$ cat config.mk
export PLATFORM = sky130hd
export DESIGN_NAME = dual_wiper_nv_control
export DESIGN_NICKNAME = d
export VERILOG_FILES = /design/src/logic/dual_wiper_pkg.sv /design/src/logic/serial_cmd_if.sv /design/src/logic/dual_wiper_nv_control.sv /design/src/logic/serial_byte_engine.sv
export SDC_FILE = /design/constraint.sdc
export NUM_CORES = 1
export LEC_CHECK = 0
export ABC_CLOCK_PERIOD_IN_PS = 12200
export BUFFER_PORTS_ARGS = -buffer_cell sky130_fd_sc_hd__buf_4
export CAP_MARGIN = 10
export CORE_ASPECT_RATIO = 0.6
export CORE_UTILIZATION = 40
export DETAILED_ROUTE_END_ITERATION = 10
export PLACE_DENSITY = 0.65
export RECOVER_POWER = 25
export SETUP_SLACK_MARGIN = 0.5
export SYNTH_ARGS = -nofsm -noshare
export SYNTH_HDL_FRONTEND = slang
export SYNTH_SLANG_ARGS = --single-unit
$ cat constraint.sdc
create_clock -name i_sys_clk -period 12.2 [get_ports i_sys_clk]
set_input_delay 2.44 -clock i_sys_clk [delete_from_list [all_inputs] [get_ports i_sys_clk]]
set_output_delay 2.44 -clock i_sys_clk [all_outputs]
set_load 0.02 [all_outputs]
$ cat src/logic/dual_wiper_pkg.sv
// Package: constants, command codes and state types of the dual wiper controller
// Assumes a 100 MHz system clock and the 256-step variant unless STEP_256 is cleared
package dual_wiper_pkg;
   localparam int          CLK_MHZ       = 100;
   localparam bit          STEP_256      = 1'b1;
   localparam logic [7:0]  FULL_SCALE    = STEP_256 ? 8'hFF : 8'h3F;
   localparam logic [7:0]  MID_SCALE     = STEP_256 ? 8'h80 : 8'h20;
   localparam logic [4:0]  ADDR_FIXED    = 5'h0B;
   localparam logic [7:0]  TOLERANCE_VAL = 8'h00;
   // Times of the ready-low windows
   localparam real         T_SAVE_MS     = 20.0;
   localparam real         T_PRESET_MS   = 1.0;
   localparam real         T_RESTORE_MS  = 0.1;
   localparam int          SAVE_CYC_DEF    = int'(T_SAVE_MS * 1000.0 * CLK_MHZ);
   localparam int          PRESET_CYC_DEF  = int'(T_PRESET_MS * 1000.0 * CLK_MHZ);
   localparam int          RESTORE_CYC_DEF = int'(T_RESTORE_MS * 1000.0 * CLK_MHZ);
   localparam int          BUSY_W        = 22;
   // Register port map
   localparam logic [7:0]  REG_STATUS    = 8'h00;
   localparam logic [7:0]  REG_IRQ_CLR   = 8'h04;
   localparam logic [7:0]  REG_IRQ_EN    = 8'h08;
   localparam logic [7:0]  REG_WIPER0    = 8'h0C;
   localparam logic [7:0]  REG_WIPER1    = 8'h10;
   localparam logic [7:0]  REG_STATE     = 8'h14;
   localparam int          EV_W          = 3;
   localparam logic [2:0]  IRQ_EN_RST    = 3'h0;
   // Synchroniser reset: {sel_hi, sel_lo, preset_n, wp_n, sda, scl}
   localparam logic [5:0]  SYNC_RST      = 6'h0F;

   typedef enum logic [3:0] {
      CMD_DIRECT      = 4'h0,
      CMD_TOL         = 4'h1,
      CMD_SAVE_CH     = 4'h2,
      CMD_SAVE_ALL    = 4'h3,
      CMD_INC         = 4'h4,
      CMD_DEC         = 4'h5,
      CMD_SHL         = 4'h6,
      CMD_SHR         = 4'h7,
      CMD_PRESET      = 4'h8,
      CMD_RESTORE_CH  = 4'h9,
      CMD_RESTORE_ALL = 4'hA,
      CMD_NONE        = 4'hF
   } cmd_t;

   typedef enum logic [4:0] {
      SB_IDLE = 5'b00001,
      SB_RX   = 5'b00010,
      SB_RACK = 5'b00100,
      SB_TX   = 5'b01000,
      SB_TACK = 5'b10000
   } sb_state_t;
endpackage : dual_wiper_pkg

$ cat src/logic/serial_cmd_if.sv
// Interface: byte-level link between the serial engine and the command core
// Assumes both ends run on the system clock
`timescale 1ns/1ps
interface serial_cmd_if;
   logic       scl;
   logic       sda;
   logic       sda_oe;
   logic       rnw;
   logic       rx_stb;
   logic [1:0] rx_idx;
   logic [7:0] rx_byte;
   logic [7:0] tx_byte;
   logic [6:0] dev_addr;
   modport engine (input scl, sda, dev_addr, tx_byte, output sda_oe, rnw, rx_stb, rx_idx, rx_byte);
   modport core   (output scl, sda, dev_addr, tx_byte, input sda_oe, rnw, rx_stb, rx_idx, rx_byte);
endinterface : serial_cmd_if

$ cat src/logic/dual_wiper_nv_control.sv
// Dual wiper position control with nonvolatile setting stores behind a two-wire serial slave
// Assumes pins are asynchronous to i_sys_clk; register port is a one-cycle strobe master
//
// Notes on behaviour
// Direct write loads the addressed wiper register with the received data byte.
// Restore overwrites wiper register with its saved nonvolatile setting.
// Save copies the present wiper register into its nonvolatile store.
// After reset every store is copied to its wiper within under 1 ms.
// A falling external preset strobe forces the same store-to-wiper copy.
// Increment and decrement move the addressed wiper one step.
// Shift left doubles, shift right halves the addressed wiper value.
// Two independent channels, 6-bit or 8-bit position registers.
// A store finishes within 25 ms; master waits before relying on it.
// Ready is low for commands 8, 9, 10, 2, 3, for 1/0.1/20 ms, and for 0.1 ms after reset or a preset strobe.
// Frame is address, ack, instruction, ack, data with ack, stop.
// Master can read back each wiper register.
// A read-only tolerance value can be read by the master.
// Write protection blocks changes to the nonvolatile stores.
// Write-protect input is active low; low refuses nonvolatile writes.
// While a timed update runs, change requests are ignored; a falling preset strobe still copies the stores.
// Bus address is 01011 followed by the two address-select pins.
// Nonvolatile stores start at mid-scale.
// Increment, decrement and shifts saturate at zero and full scale.
//
// Strobed register access and the placing of the registers were decided locally.
`timescale 1ns/1ps
module dual_wiper_nv_control #(
   parameter int SAVE_CYC    = dual_wiper_pkg::SAVE_CYC_DEF,
   parameter int PRESET_CYC  = dual_wiper_pkg::PRESET_CYC_DEF,
   parameter int RESTORE_CYC = dual_wiper_pkg::RESTORE_CYC_DEF
) (
   input  wire logic        i_sys_clk,
   input  wire logic        i_sys_rst,
   input  wire logic        i_scl,
   input  wire logic        i_sda,
   output wire logic        o_sda_out,
   output wire logic        o_sda_oe,
   input  wire logic        i_wp_n,
   input  wire logic        i_preset_n,
   input  wire logic        i_address_select_bit_lo,
   input  wire logic        i_address_select_bit_hi,
   output wire logic        o_ready,
   output wire logic [7:0]  o_wiper0,
   output wire logic [7:0]  o_wiper1,
   output wire logic        o_irq,
   input  wire logic [7:0]  i_reg_addr,
   input  wire logic [31:0] i_reg_wdata,
   input  wire logic        i_reg_we,
   input  wire logic        i_reg_re,
   output wire logic [31:0] o_reg_rdata
);
   import dual_wiper_pkg::*;

   serial_cmd_if bus ();

   logic [5:0]        s1_r;
   logic [5:0]        s2_r;
   logic [5:0]        s3_r;
   logic [5:0]        filt_r;
   logic [5:0]        raw;
   logic              pre_d_r;
   logic              pwrup_r;
   logic [7:0]        wip_r [2];
   logic [7:0]        nv_r [2];
   cmd_t              ins_cmd_r;
   logic              ins_ch_r;
   logic              tol_sel_r;
   logic [BUSY_W-1:0] busy_r;
   logic [EV_W-1:0]   stat_r;
   logic [EV_W-1:0]   en_r;
   logic [31:0]       rdata_r;
   cmd_t              cmd;
   logic              chs;
   logic              ins_stb;
   logic              dat_stb;
   logic              busy;
   logic              accept;
   logic              lock_ev;
   logic              save_req;
   logic              wp_ev;
   logic              save_go;
   logic              ext_preset;
   logic              preset_go;
   logic              restore_go;
   logic              wr_go;
   logic              done_ev;
   logic [EV_W-1:0]   clr;

   serial_byte_engine u_engine (
      .i_sys_clk (i_sys_clk),
      .i_sys_rst (i_sys_rst),
      .bus       (bus.engine)
   );

   // Pin synchronisers: a change counts once stages two and three agree
   assign raw = {i_address_select_bit_hi, i_address_select_bit_lo, i_preset_n, i_wp_n, i_sda, i_scl};
   always_ff @(posedge i_sys_clk or posedge i_sys_rst) begin
      if (i_sys_rst) begin
         s1_r   <= SYNC_RST;
         s2_r   <= SYNC_RST;
         s3_r   <= SYNC_RST;
         filt_r <= SYNC_RST;
      end else begin
         s1_r   <= raw;
         s2_r   <= s1_r;
         s3_r   <= s2_r;
         filt_r <= (~(s2_r ^ s3_r) & s3_r) | ((s2_r ^ s3_r) & filt_r);
      end
   end

   assign bus.scl      = filt_r[0];
   assign bus.sda      = filt_r[1];
   assign bus.dev_addr = {ADDR_FIXED, filt_r[5], filt_r[4]};
   assign o_sda_out    = 1'b0;
   assign o_sda_oe     = bus.sda_oe;

   // Command decode
   assign cmd        = cmd_t'(bus.rx_byte[7:4]);
   assign chs        = bus.rx_byte[0];
   assign ins_stb    = bus.rx_stb & (bus.rx_idx == 2'h1);
   assign dat_stb    = bus.rx_stb & (bus.rx_idx == 2'h2);
   assign busy       = |busy_r;
   assign accept     = ins_stb & ~busy;
   assign lock_ev    = (ins_stb | dat_stb) & busy;
   assign save_req   = accept & (cmd == CMD_SAVE_CH || cmd == CMD_SAVE_ALL);
   assign wp_ev      = save_req & ~filt_r[2];
   assign save_go    = save_req & filt_r[2];
   assign ext_preset = pre_d_r & ~filt_r[3];
   assign preset_go  = pwrup_r | ext_preset | (accept & cmd == CMD_PRESET);
   assign restore_go = accept & (cmd == CMD_RESTORE_CH || cmd == CMD_RESTORE_ALL);
   assign wr_go      = dat_stb & ~busy & (ins_cmd_r == CMD_DIRECT);
   assign done_ev    = (busy_r == BUSY_W'(1));

   // Next position for step and shift commands, saturating
   function automatic logic [7:0] step_pos(input cmd_t c, input logic [7:0] w);
      logic [7:0] r;
      r = w;
      case (c)
         CMD_INC: r = (w >= FULL_SCALE) ? FULL_SCALE : w + 8'h01;
         CMD_DEC: r = (w == 8'h00) ? 8'h00 : w - 8'h01;
         CMD_SHL: r = (w > (FULL_SCALE >> 1)) ? FULL_SCALE : {w[6:0], 1'b0};
         CMD_SHR: r = {1'b0, w[7:1]};
         default: r = w;
      endcase
      return r;
   endfunction : step_pos

   always_ff @(posedge i_sys_clk or posedge i_sys_rst) begin
      if (i_sys_rst) begin
         pwrup_r <= 1'b1;
         pre_d_r <= 1'b1;
      end else begin
         pwrup_r <= 1'b0;
         pre_d_r <= filt_r[3];
      end
   end

   // Instruction pointer for data bytes and read-back
   always_ff @(posedge i_sys_clk or posedge i_sys_rst) begin
      if (i_sys_rst) begin
         ins_cmd_r <= CMD_NONE;
         ins_ch_r  <= 1'b0;
         tol_sel_r <= 1'b0;
      end else if (accept) begin
         ins_cmd_r <= cmd;
         ins_ch_r  <= chs;
         tol_sel_r <= (cmd == CMD_TOL);
      end else if (ins_stb) begin
         ins_cmd_r <= CMD_NONE;
      end
   end

   // Wiper position registers, two channels
   always_ff @(posedge i_sys_clk or posedge i_sys_rst) begin
      if (i_sys_rst) begin
         for (int c = 0; c < 2; c++) begin
            wip_r[c] <= MID_SCALE;
         end
      end else begin
         for (int c = 0; c < 2; c++) begin
            if (preset_go || (restore_go && (cmd == CMD_RESTORE_ALL || chs == 1'(c)))) begin
               wip_r[c] <= nv_r[c];
            end else if (wr_go && ins_ch_r == 1'(c)) begin
               wip_r[c] <= bus.rx_byte & FULL_SCALE;
            end else if (accept && chs == 1'(c)) begin
               wip_r[c] <= step_pos(cmd, wip_r[c]);
            end
         end
      end
   end

   // Nonvolatile setting stores, mid-scale from delivery
   always_ff @(posedge i_sys_clk or posedge i_sys_rst) begin
      if (i_sys_rst) begin
         for (int c = 0; c < 2; c++) begin
            nv_r[c] <= MID_SCALE;
         end
      end else if (save_go) begin
         for (int c = 0; c < 2; c++) begin
            if (cmd == CMD_SAVE_ALL || chs == 1'(c)) begin
               nv_r[c] <= wip_r[c];
            end
         end
      end
   end

   // Ready-low window of the timed commands
   always_ff @(posedge i_sys_clk or posedge i_sys_rst) begin
      if (i_sys_rst) begin
         busy_r <= '0;
      end else if (save_go) begin
         busy_r <= BUSY_W'(SAVE_CYC);
      end else if (accept && cmd == CMD_PRESET) begin
         busy_r <= BUSY_W'(PRESET_CYC);
      end else if (preset_go || restore_go) begin
         busy_r <= BUSY_W'(RESTORE_CYC);
      end else if (busy) begin
         busy_r <= busy_r - BUSY_W'(1);
      end
   end

   assign o_ready     = ~busy;
   assign bus.tx_byte = tol_sel_r ? TOLERANCE_VAL : wip_r[ins_ch_r];
   assign o_wiper0    = wip_r[0];
   assign o_wiper1    = wip_r[1];

   // Sticky event status; a set in the clearing cycle wins
   assign clr = (i_reg_we && i_reg_addr == REG_IRQ_CLR) ? i_reg_wdata[EV_W-1:0] : '0;
   always_ff @(posedge i_sys_clk or posedge i_sys_rst) begin
      if (i_sys_rst) begin
         stat_r <= '0;
      end else begin
         stat_r <= (stat_r & ~clr) | {lock_ev, wp_ev, done_ev};
      end
   end

   always_ff @(posedge i_sys_clk or posedge i_sys_rst) begin
      if (i_sys_rst) begin
         en_r <= IRQ_EN_RST;
      end else if (i_reg_we && i_reg_addr == REG_IRQ_EN) begin
         en_r <= i_reg_wdata[EV_W-1:0];
      end
   end

   assign o_irq = |(stat_r & en_r);

   always_ff @(posedge i_sys_clk or posedge i_sys_rst) begin
      if (i_sys_rst) begin
         rdata_r <= 32'h0;
      end else if (i_reg_re) begin
         case (i_reg_addr)
            REG_STATUS: rdata_r <= {29'h0, stat_r};
            REG_IRQ_EN: rdata_r <= {29'h0, en_r};
            REG_WIPER0: rdata_r <= {24'h0, wip_r[0]};
            REG_WIPER1: rdata_r <= {24'h0, wip_r[1]};
            REG_STATE:  rdata_r <= {30'h0, filt_r[2], ~busy};
            default:    rdata_r <= 32'h0;
         endcase
      end else begin
         rdata_r <= 32'h0;
      end
   end

   assign o_reg_rdata = rdata_r;
endmodule : dual_wiper_nv_control

$ cat src/logic/serial_byte_engine.sv
// Two-wire serial slave: start/stop detection, address match, acknowledge, byte shift
// Assumes scl and sda are already synchronised to the system clock
`timescale 1ns/1ps
module serial_byte_engine (
   input wire logic      i_sys_clk,
   input wire logic      i_sys_rst,
   serial_cmd_if.engine  bus
);
   import dual_wiper_pkg::*;

   sb_state_t  st_r;
   logic       scl_d_r;
   logic       sda_d_r;
   logic       nack_r;
   logic [7:0] sh_r;
   logic [3:0] cnt_r;
   logic [1:0] idx_r;
   logic       start;
   logic       stp;
   logic       rise;
   logic       fall;

   assign start = bus.scl & scl_d_r & sda_d_r & ~bus.sda;
   assign stp   = bus.scl & scl_d_r & ~sda_d_r & bus.sda;
   assign rise  = bus.scl & ~scl_d_r;
   assign fall  = ~bus.scl & scl_d_r;

   always_ff @(posedge i_sys_clk or posedge i_sys_rst) begin
      if (i_sys_rst) begin
         scl_d_r <= 1'b1;
         sda_d_r <= 1'b1;
      end else begin
         scl_d_r <= bus.scl;
         sda_d_r <= bus.sda;
      end
   end

   // Frame: address byte, ack, instruction byte, ack, data bytes with ack, stop
   always_ff @(posedge i_sys_clk or posedge i_sys_rst) begin
      if (i_sys_rst) begin
         st_r        <= SB_IDLE;
         sh_r        <= 8'h00;
         cnt_r       <= 4'h0;
         idx_r       <= 2'h0;
         nack_r      <= 1'b0;
         bus.sda_oe  <= 1'b0;
         bus.rnw     <= 1'b0;
         bus.rx_stb  <= 1'b0;
         bus.rx_idx  <= 2'h0;
         bus.rx_byte <= 8'h00;
      end else begin
         bus.rx_stb <= 1'b0;
         if (start) begin
            st_r       <= SB_RX;
            cnt_r      <= 4'h0;
            idx_r      <= 2'h0;
            bus.sda_oe <= 1'b0;
         end else if (stp) begin
            st_r       <= SB_IDLE;
            bus.sda_oe <= 1'b0;
         end else begin
            case (st_r)
               SB_RX: begin
                  if (rise) begin
                     sh_r  <= {sh_r[6:0], bus.sda};
                     cnt_r <= cnt_r + 4'h1;
                  end else if (fall && cnt_r == 4'h8) begin
                     if (idx_r == 2'h0 && sh_r[7:1] != bus.dev_addr) begin
                        st_r <= SB_IDLE;
                     end else begin
                        bus.sda_oe <= 1'b1;
                        st_r       <= SB_RACK;
                        if (idx_r == 2'h0) begin
                           bus.rnw <= sh_r[0];
                        end else begin
                           bus.rx_stb  <= 1'b1;
                           bus.rx_byte <= sh_r;
                        end
                        bus.rx_idx <= idx_r;
                        if (idx_r != 2'h2) begin
                           idx_r <= idx_r + 2'h1;
                        end
                     end
                  end
               end
               SB_RACK: begin
                  if (fall) begin
                     cnt_r <= 4'h0;
                     if (bus.rnw) begin
                        st_r       <= SB_TX;
                        sh_r       <= bus.tx_byte;
                        bus.sda_oe <= ~bus.tx_byte[7];
                     end else begin
                        st_r       <= SB_RX;
                        bus.sda_oe <= 1'b0;
                     end
                  end
               end
               SB_TX: begin
                  if (fall) begin
                     if (cnt_r == 4'h7) begin
                        st_r       <= SB_TACK;
                        bus.sda_oe <= 1'b0;
                     end else begin
                        sh_r       <= {sh_r[6:0], 1'b0};
                        bus.sda_oe <= ~sh_r[6];
                        cnt_r      <= cnt_r + 4'h1;
                     end
                  end
               end
               SB_TACK: begin
                  if (rise) begin
                     nack_r <= bus.sda;
                  end else if (fall) begin
                     if (nack_r) begin
                        st_r <= SB_IDLE;
                     end else begin
                        st_r       <= SB_TX;
                        sh_r       <= bus.tx_byte;
                        bus.sda_oe <= ~bus.tx_byte[7];
                        cnt_r      <= 4'h0;
                     end
                  end
               end
               default: begin
                  st_r <= SB_IDLE;
               end
            endcase
         end
      end
   end
endmodule : serial_byte_engine

# After elaboration in Yosys (flattened, before gate mapping)
# Index checks and enable logic that the tools add are counted.
[totals] ff_bits=159 out_inout_bits=52
[classes] addsub=7 order_cmp=5 n_eq_ne=53 muxes=86 bitwise=48 n_reduce_logical=52
[op_table] op="$mux W8" count=25
[op_table] op="$pmux W8 S4" count=3
[op_table] op="$mux W22" count=4
[op_table] op="$mux W4" count=13
[op_table] op="$mux W5" count=9
[op_table] op="$pmux W8 S5" count=1
[op_table] op="$logic_not A8 Y1" count=3
[op_table] op="$eq A22 B1 Y1 const B" count=1
[op_table] op="$reduce_or A22 Y1" count=1
[op_table] op="$sub A22 B1 Y22 const B" count=1
[op_table] op="$reduce_and A7 Y1" count=3
[op_table] op="$eq A4 B3 Y1 const B" count=5
[op_table] op="$ne A4 B1 Y1 const B" count=5
[op_table] op="$pmux W5 S4" count=1
[op_table] op="$and A1 B1 Y1" count=19
[op_table] op="$mux W1" count=19
[op_table] op="$reduce_and A9 Y1" count=2
[op_table] op="$reduce_bool A6 Y1" count=3
[op_table] op="$add A8 B1 Y8 const B" count=2
[op_table] op="$eq A4 B4 Y1 const B" count=4
[op_table] op="$eq A8 B4 Y1 const B" count=2
[op_table] op="$eq A8 B5 Y1 const B" count=2
[op_table] op="$ge A8 B8 Y1 const B" count=2
[op_table] op="$gt A8 B7 Y1 const B" count=2
[op_table] op="other kinds (48)" count=119

# Logic depth before layout (Yosys ltp)
[depth] depth_word=12 ltp_mapped=10 mapped_depth_nobuf=8

# Hierarchy
# From an unflattened synthesis, not the netlist that was laid out.
[hier_totals] cells_unflattened=890 area_unflattened_um2=8151.6
[modules_own_cells] mod="dual_wiper_nv_control" instances=1 cells_each=651 area_each_um2=6052.1 seq_area_each_um2=2534.9
[modules_own_cells] mod="serial_byte_engine" instances=1 cells_each=239 area_each_um2=2099.5 seq_area_each_um2=879.6

# Worst setup path after synthesis
# No wires, ideal clock.
[synth_path] path_type="reg2out" start="register busy_r[2]" end="output o_ready" arrival_ns=2.003 slack_ns=7.757 path_stages_with_launch=6 path_buffers=1 path_cell_list="dfrtp_1 > or4_1 > or4b_4 > or2_1 > buf_2 > inv_2"
[synth_via] elab_chain_cells=2
[synth_rtl] item="from (decl)" line_no="dual_wiper_nv_control.sv:68" rtl="logic [BUSY_W-1:0] busy_r;"
[synth_rtl] item="from (signal assigned)" line_no="dual_wiper_nv_control.sv:212" rtl="busy_r <= BUSY_W'(SAVE_CYC);"
[synth_rtl] item="from (signal assigned)" line_no="dual_wiper_nv_control.sv:214" rtl="busy_r <= BUSY_W'(PRESET_CYC);"
[synth_rtl] item="from (signal assigned)" line_no="dual_wiper_nv_control.sv:216" rtl="busy_r <= BUSY_W'(RESTORE_CYC);"
[synth_rtl] item="$reduce_or A22 Y1" line_no="dual_wiper_nv_control.sv:122" rtl="assign busy = |busy_r;"
[synth_rtl] item="$not A1 Y1" line_no="dual_wiper_nv_control.sv:222" rtl="assign o_ready = ~busy;"
[synth_rtl] item="to (decl)" line_no="dual_wiper_nv_control.sv:42" rtl="output wire logic o_ready,"
# No other way between the ends.

# Worst setup path after layout
[layout_path] start="register busy_r[16]" end="output o_ready"
# The elaborated chain is that of the path after synthesis.

==> flow_summary_export.csv <==
group,metric,value,unit
placement,io_buffers,47,
synthesis,syn_area,8010,um^2
synthesis,yosys_warnings,0,
worst_setup_path,cp-end-kind,"primary output",
synthesis,synth.distinct_cells,83,
timing,fin_crit_sh,0.432,
synthesis,yosys.area.top_type,"dfrtp_1",
global_route,grt_antenna_before_repair,0,
cts,cts_max_path_buffers,2,
worst_setup_path,cp_slowest_cell,"or2_1",
route,drtIter0Drc,998,
global_route,grt_util_all_layers,0.229,
cts,cts_buffers,17,
layout,layout-drive-gt1-share,0.164,
route,ant_nets,0,
worst_setup_path,cp_cell_sequence,"nor4_2 > nand4_2 > or2_1 > inv_2 > buf_4",
power_and_ir_drop,ir_worst_vdd,0.102,mV
global_route,grt_pass1_vias,6380,
cts,path_clk_slew,60,ps
cts,cts.sinks,135,
worst_setup_path,cp_max_fo,13,
global_route,grt_pass1_wl,36200,um
worst_setup_path,crit_path_max_incr_delay,600,ps
layout,area_growth_syn_to_layout,13.6,%
timing,clock_skew,6.84,ps
timing,max_freq,190,MHz
floorplanning,core,19300,um^2
cts,cts_resized,0,
cts,ctsHoldBuffers,0,
job,cap_violations,1,
timing,hold_viol,0,
run_status,outcome,"finished, violations left",
cts,cts_root_buf,"clkbuf_16",
cts,clock_latency,440,ps
placement,gp_congestion,0.918,
placement,hpwl,16000,um
route,wl,22700,um
timing,fin_setup_tns,0,ps
timing,setup_viol_count_final,0,
synthesis,ys_seq_area_frac,0.426,
synthesis,avgSynthCellArea,9.16,um^2
synthesis,synth_seq_cells,135,
power_and_ir_drop,powerDensity,125,nW/um^2
layout,fin_util,0.471,
hold_path,hold_path.class,"reg -> reg",
worst_setup_path,cp-start-kind,"flop",
floorplanning,die_width,185,um
timing,drv_slew,66,
floorplanning,dieArea,20600,um^2
synthesis,synthTopCellsByArea,"dfrtp_1 33%, dfstp_2 9.5%, nand2_1 4.9%",
floorplanning,fp-row-count,39,
route,firstDrtPassIters,6,
worst_setup_path,cp.arrival,2830,ps
synthesis,synth_top_area_frac,0.331,
timing,slew_headroom,-0.875,
route,vias,7044,
cts,h-tree-depth,4,
synthesis,ys.flop_type,"dfrtp_1",
global_route,overflow,0,
timing,finalCriticalPeriod,5270,ps
timing,worstMarginPinSlew,2800,ps
floorplanning,die_y,112,um
layout,num-fill-cells,1842,
layout,diodes,0,
route,drcViolationCount,0,
floorplanning,ioPinCount,102,
power_and_ir_drop,leakage,0.00382,uW
layout,final_nets,969,
synthesis,ys_async_sr_fraction,1.00,
floorplanning,initial_utilization,0.415,
route,vias_per_cell,5.94,
cts,cts_tree,"built",
run_status,violations,"max-capacitance violations, max-slew violations",
synthesis,synth_cells,875,
route,wl_per_cell,19.1,um
timing,rsz0062_at_grt,"no",
cts,post_cts_buffers,0,
worst_setup_path,worst_ep_required_time,9760,ps
worst_setup_path,path_class,"reg -> out",
global_route,grt_start_max_net_pins,72,
synthesis,synth-edff-count,0,
[cells in the final DEF (no fill, tap or decap), drive strengths merged, types with 26 or more instances in the layout]
cell	Yosys	layout
dfstp	29	29
nand2	105	105
conb	1	26
mux2	29	29
a21oi	41	41
inv	27	33
o21ai	51	51
dfrtp	106	106
buf	30	50
nor2	74	74
nor3	31	31
[layout make-up]
cell class | count | area [um^2] | share of cell area
clock buffers | 17 | 425 | 0.0467
clock inverters | 15 | 190 | 0.0209
inverters | 27 | 103 | 0.0113
multi-input cells | 668 | 4210 | 0.462
flip-flops and latches | 135 | 3410 | 0.375
well taps | 266 | 333 | 0.0366
repair buffers | 58 | 432 | 0.0474
[critical path, delay by kind of cell, from the launching register on]
kind	cells	cell delay [ps]
buffers and inverters	2	300
AND/OR/NAND/NOR	3	1630
flip-flops	1	450
[logic make-up (layout without fill, tap and decap cells)]
group / after synthesis / in the layout / synth area share
AND/OR/NAND/NOR: 342 / 342 / 0.227
AO/OA/AOI/OAI: 212 / 212 / 0.173
flip-flops: 135 / 135 / 0.426
buffers and inverters: 97 / 117 / 0.0587
multiplexers: 45 / 45 / 0.0608
XOR/XNOR: 25 / 25 / 0.0273
adder cells (fa/ha/maj): 18 / 18 / 0.0262
other: 1 / 26 / 0.000468
[sequential cells by signal (all words and copies together), names as in the netlist, 2 cells and up, named ones only]
register,flops
nv_r,16
en_r,3
stat_r,3
o_wiper1,8
u_engine.idx_r,2
s2_r,6
o_wiper0,8
u_engine.sh_r,8
o_reg_rdata,8
s1_r,6
u_engine.bus.rx_byte,8
u_engine.st_r,5
u_engine.cnt_r,4
u_engine.bus.rx_idx,2
ins_cmd_r,4
s3_r,6
busy_r,22
[worst paths after layout]
| kind | start | endpoint | slack [ps] | cells past startpoint |
|---|---|---|---|---|
| worst max-delay path | busy_r[16]$_DFFE_PP0P_ | o_ready | 6930 | 5 |
| worst min-delay path | s1_r[4]$_DFF_PP0_ | s2_r[4]$_DFF_PP0_ | 350 | 0 |
| worst max register to register | busy_r[2]$_DFFE_PP0P_ | busy_r[3]$_DFFE_PP0P_ | 8030 | 6 |
| worst min register to register | s1_r[4]$_DFF_PP0_ | s2_r[4]$_DFF_PP0_ | 350 | 0 |
| max in group asynchronous | i_sys_rst | en_r[2]$_DFFE_PP0P_ | 7540 | 3 |
| min in group asynchronous | i_sys_rst | s1_r[5]$_DFF_PP0_ | 2800 | 2 |
[Yosys cell counts, types with 9 or more instances]
cell type / number
a211oi_1: 9
a21oi_1: 41
a31oi_1: 15
and3_1: 14
buf_4: 25
clkbuf_1: 39
dfrtp_1: 106
dfstp_2: 29
ha_1: 12
inv_1: 26
mux2_1: 12
mux2_2: 17
mux2i_1: 16
nand2_1: 105
nand3_1: 22
nor2_1: 73
nor3_1: 26
nor4_1: 10
o211ai_1: 9
o21ai_0: 34
o21ai_1: 17
o22ai_1: 14
o31ai_1: 17
xnor2_1: 10
xor2_1: 15
[through the flow]
stage               total power, uW  instances  cell area (um^2)  setup WS, ps  hold WS, ps
finish                         1140       1186              9100          6930          354
global route                   1180       1186              9100          6800          363
CTS                            1150       1186              9130          6900          352
detailed placement              600       1154              8510          7380          337
global placement                598       1154              8510          7380          335
floorplan                       570        900              8110          6200          331
[power by group]
part	switching [uW]	internal [uW]
clock	220	326
combinational	66.9	35.1
sequential	23.8	468
[routing by layer]
| metal | GRT usage | routed length (um) |
|---|---|---|
| met1 | 0.372 | 11700 |
| met2 | 0.277 | 8310 |
| met3 | 0.0782 | 2470 |
| met4 | 0.0551 | 248 |
| met5 | 0 | 0 |
Power figures use the tool's default switching activity.
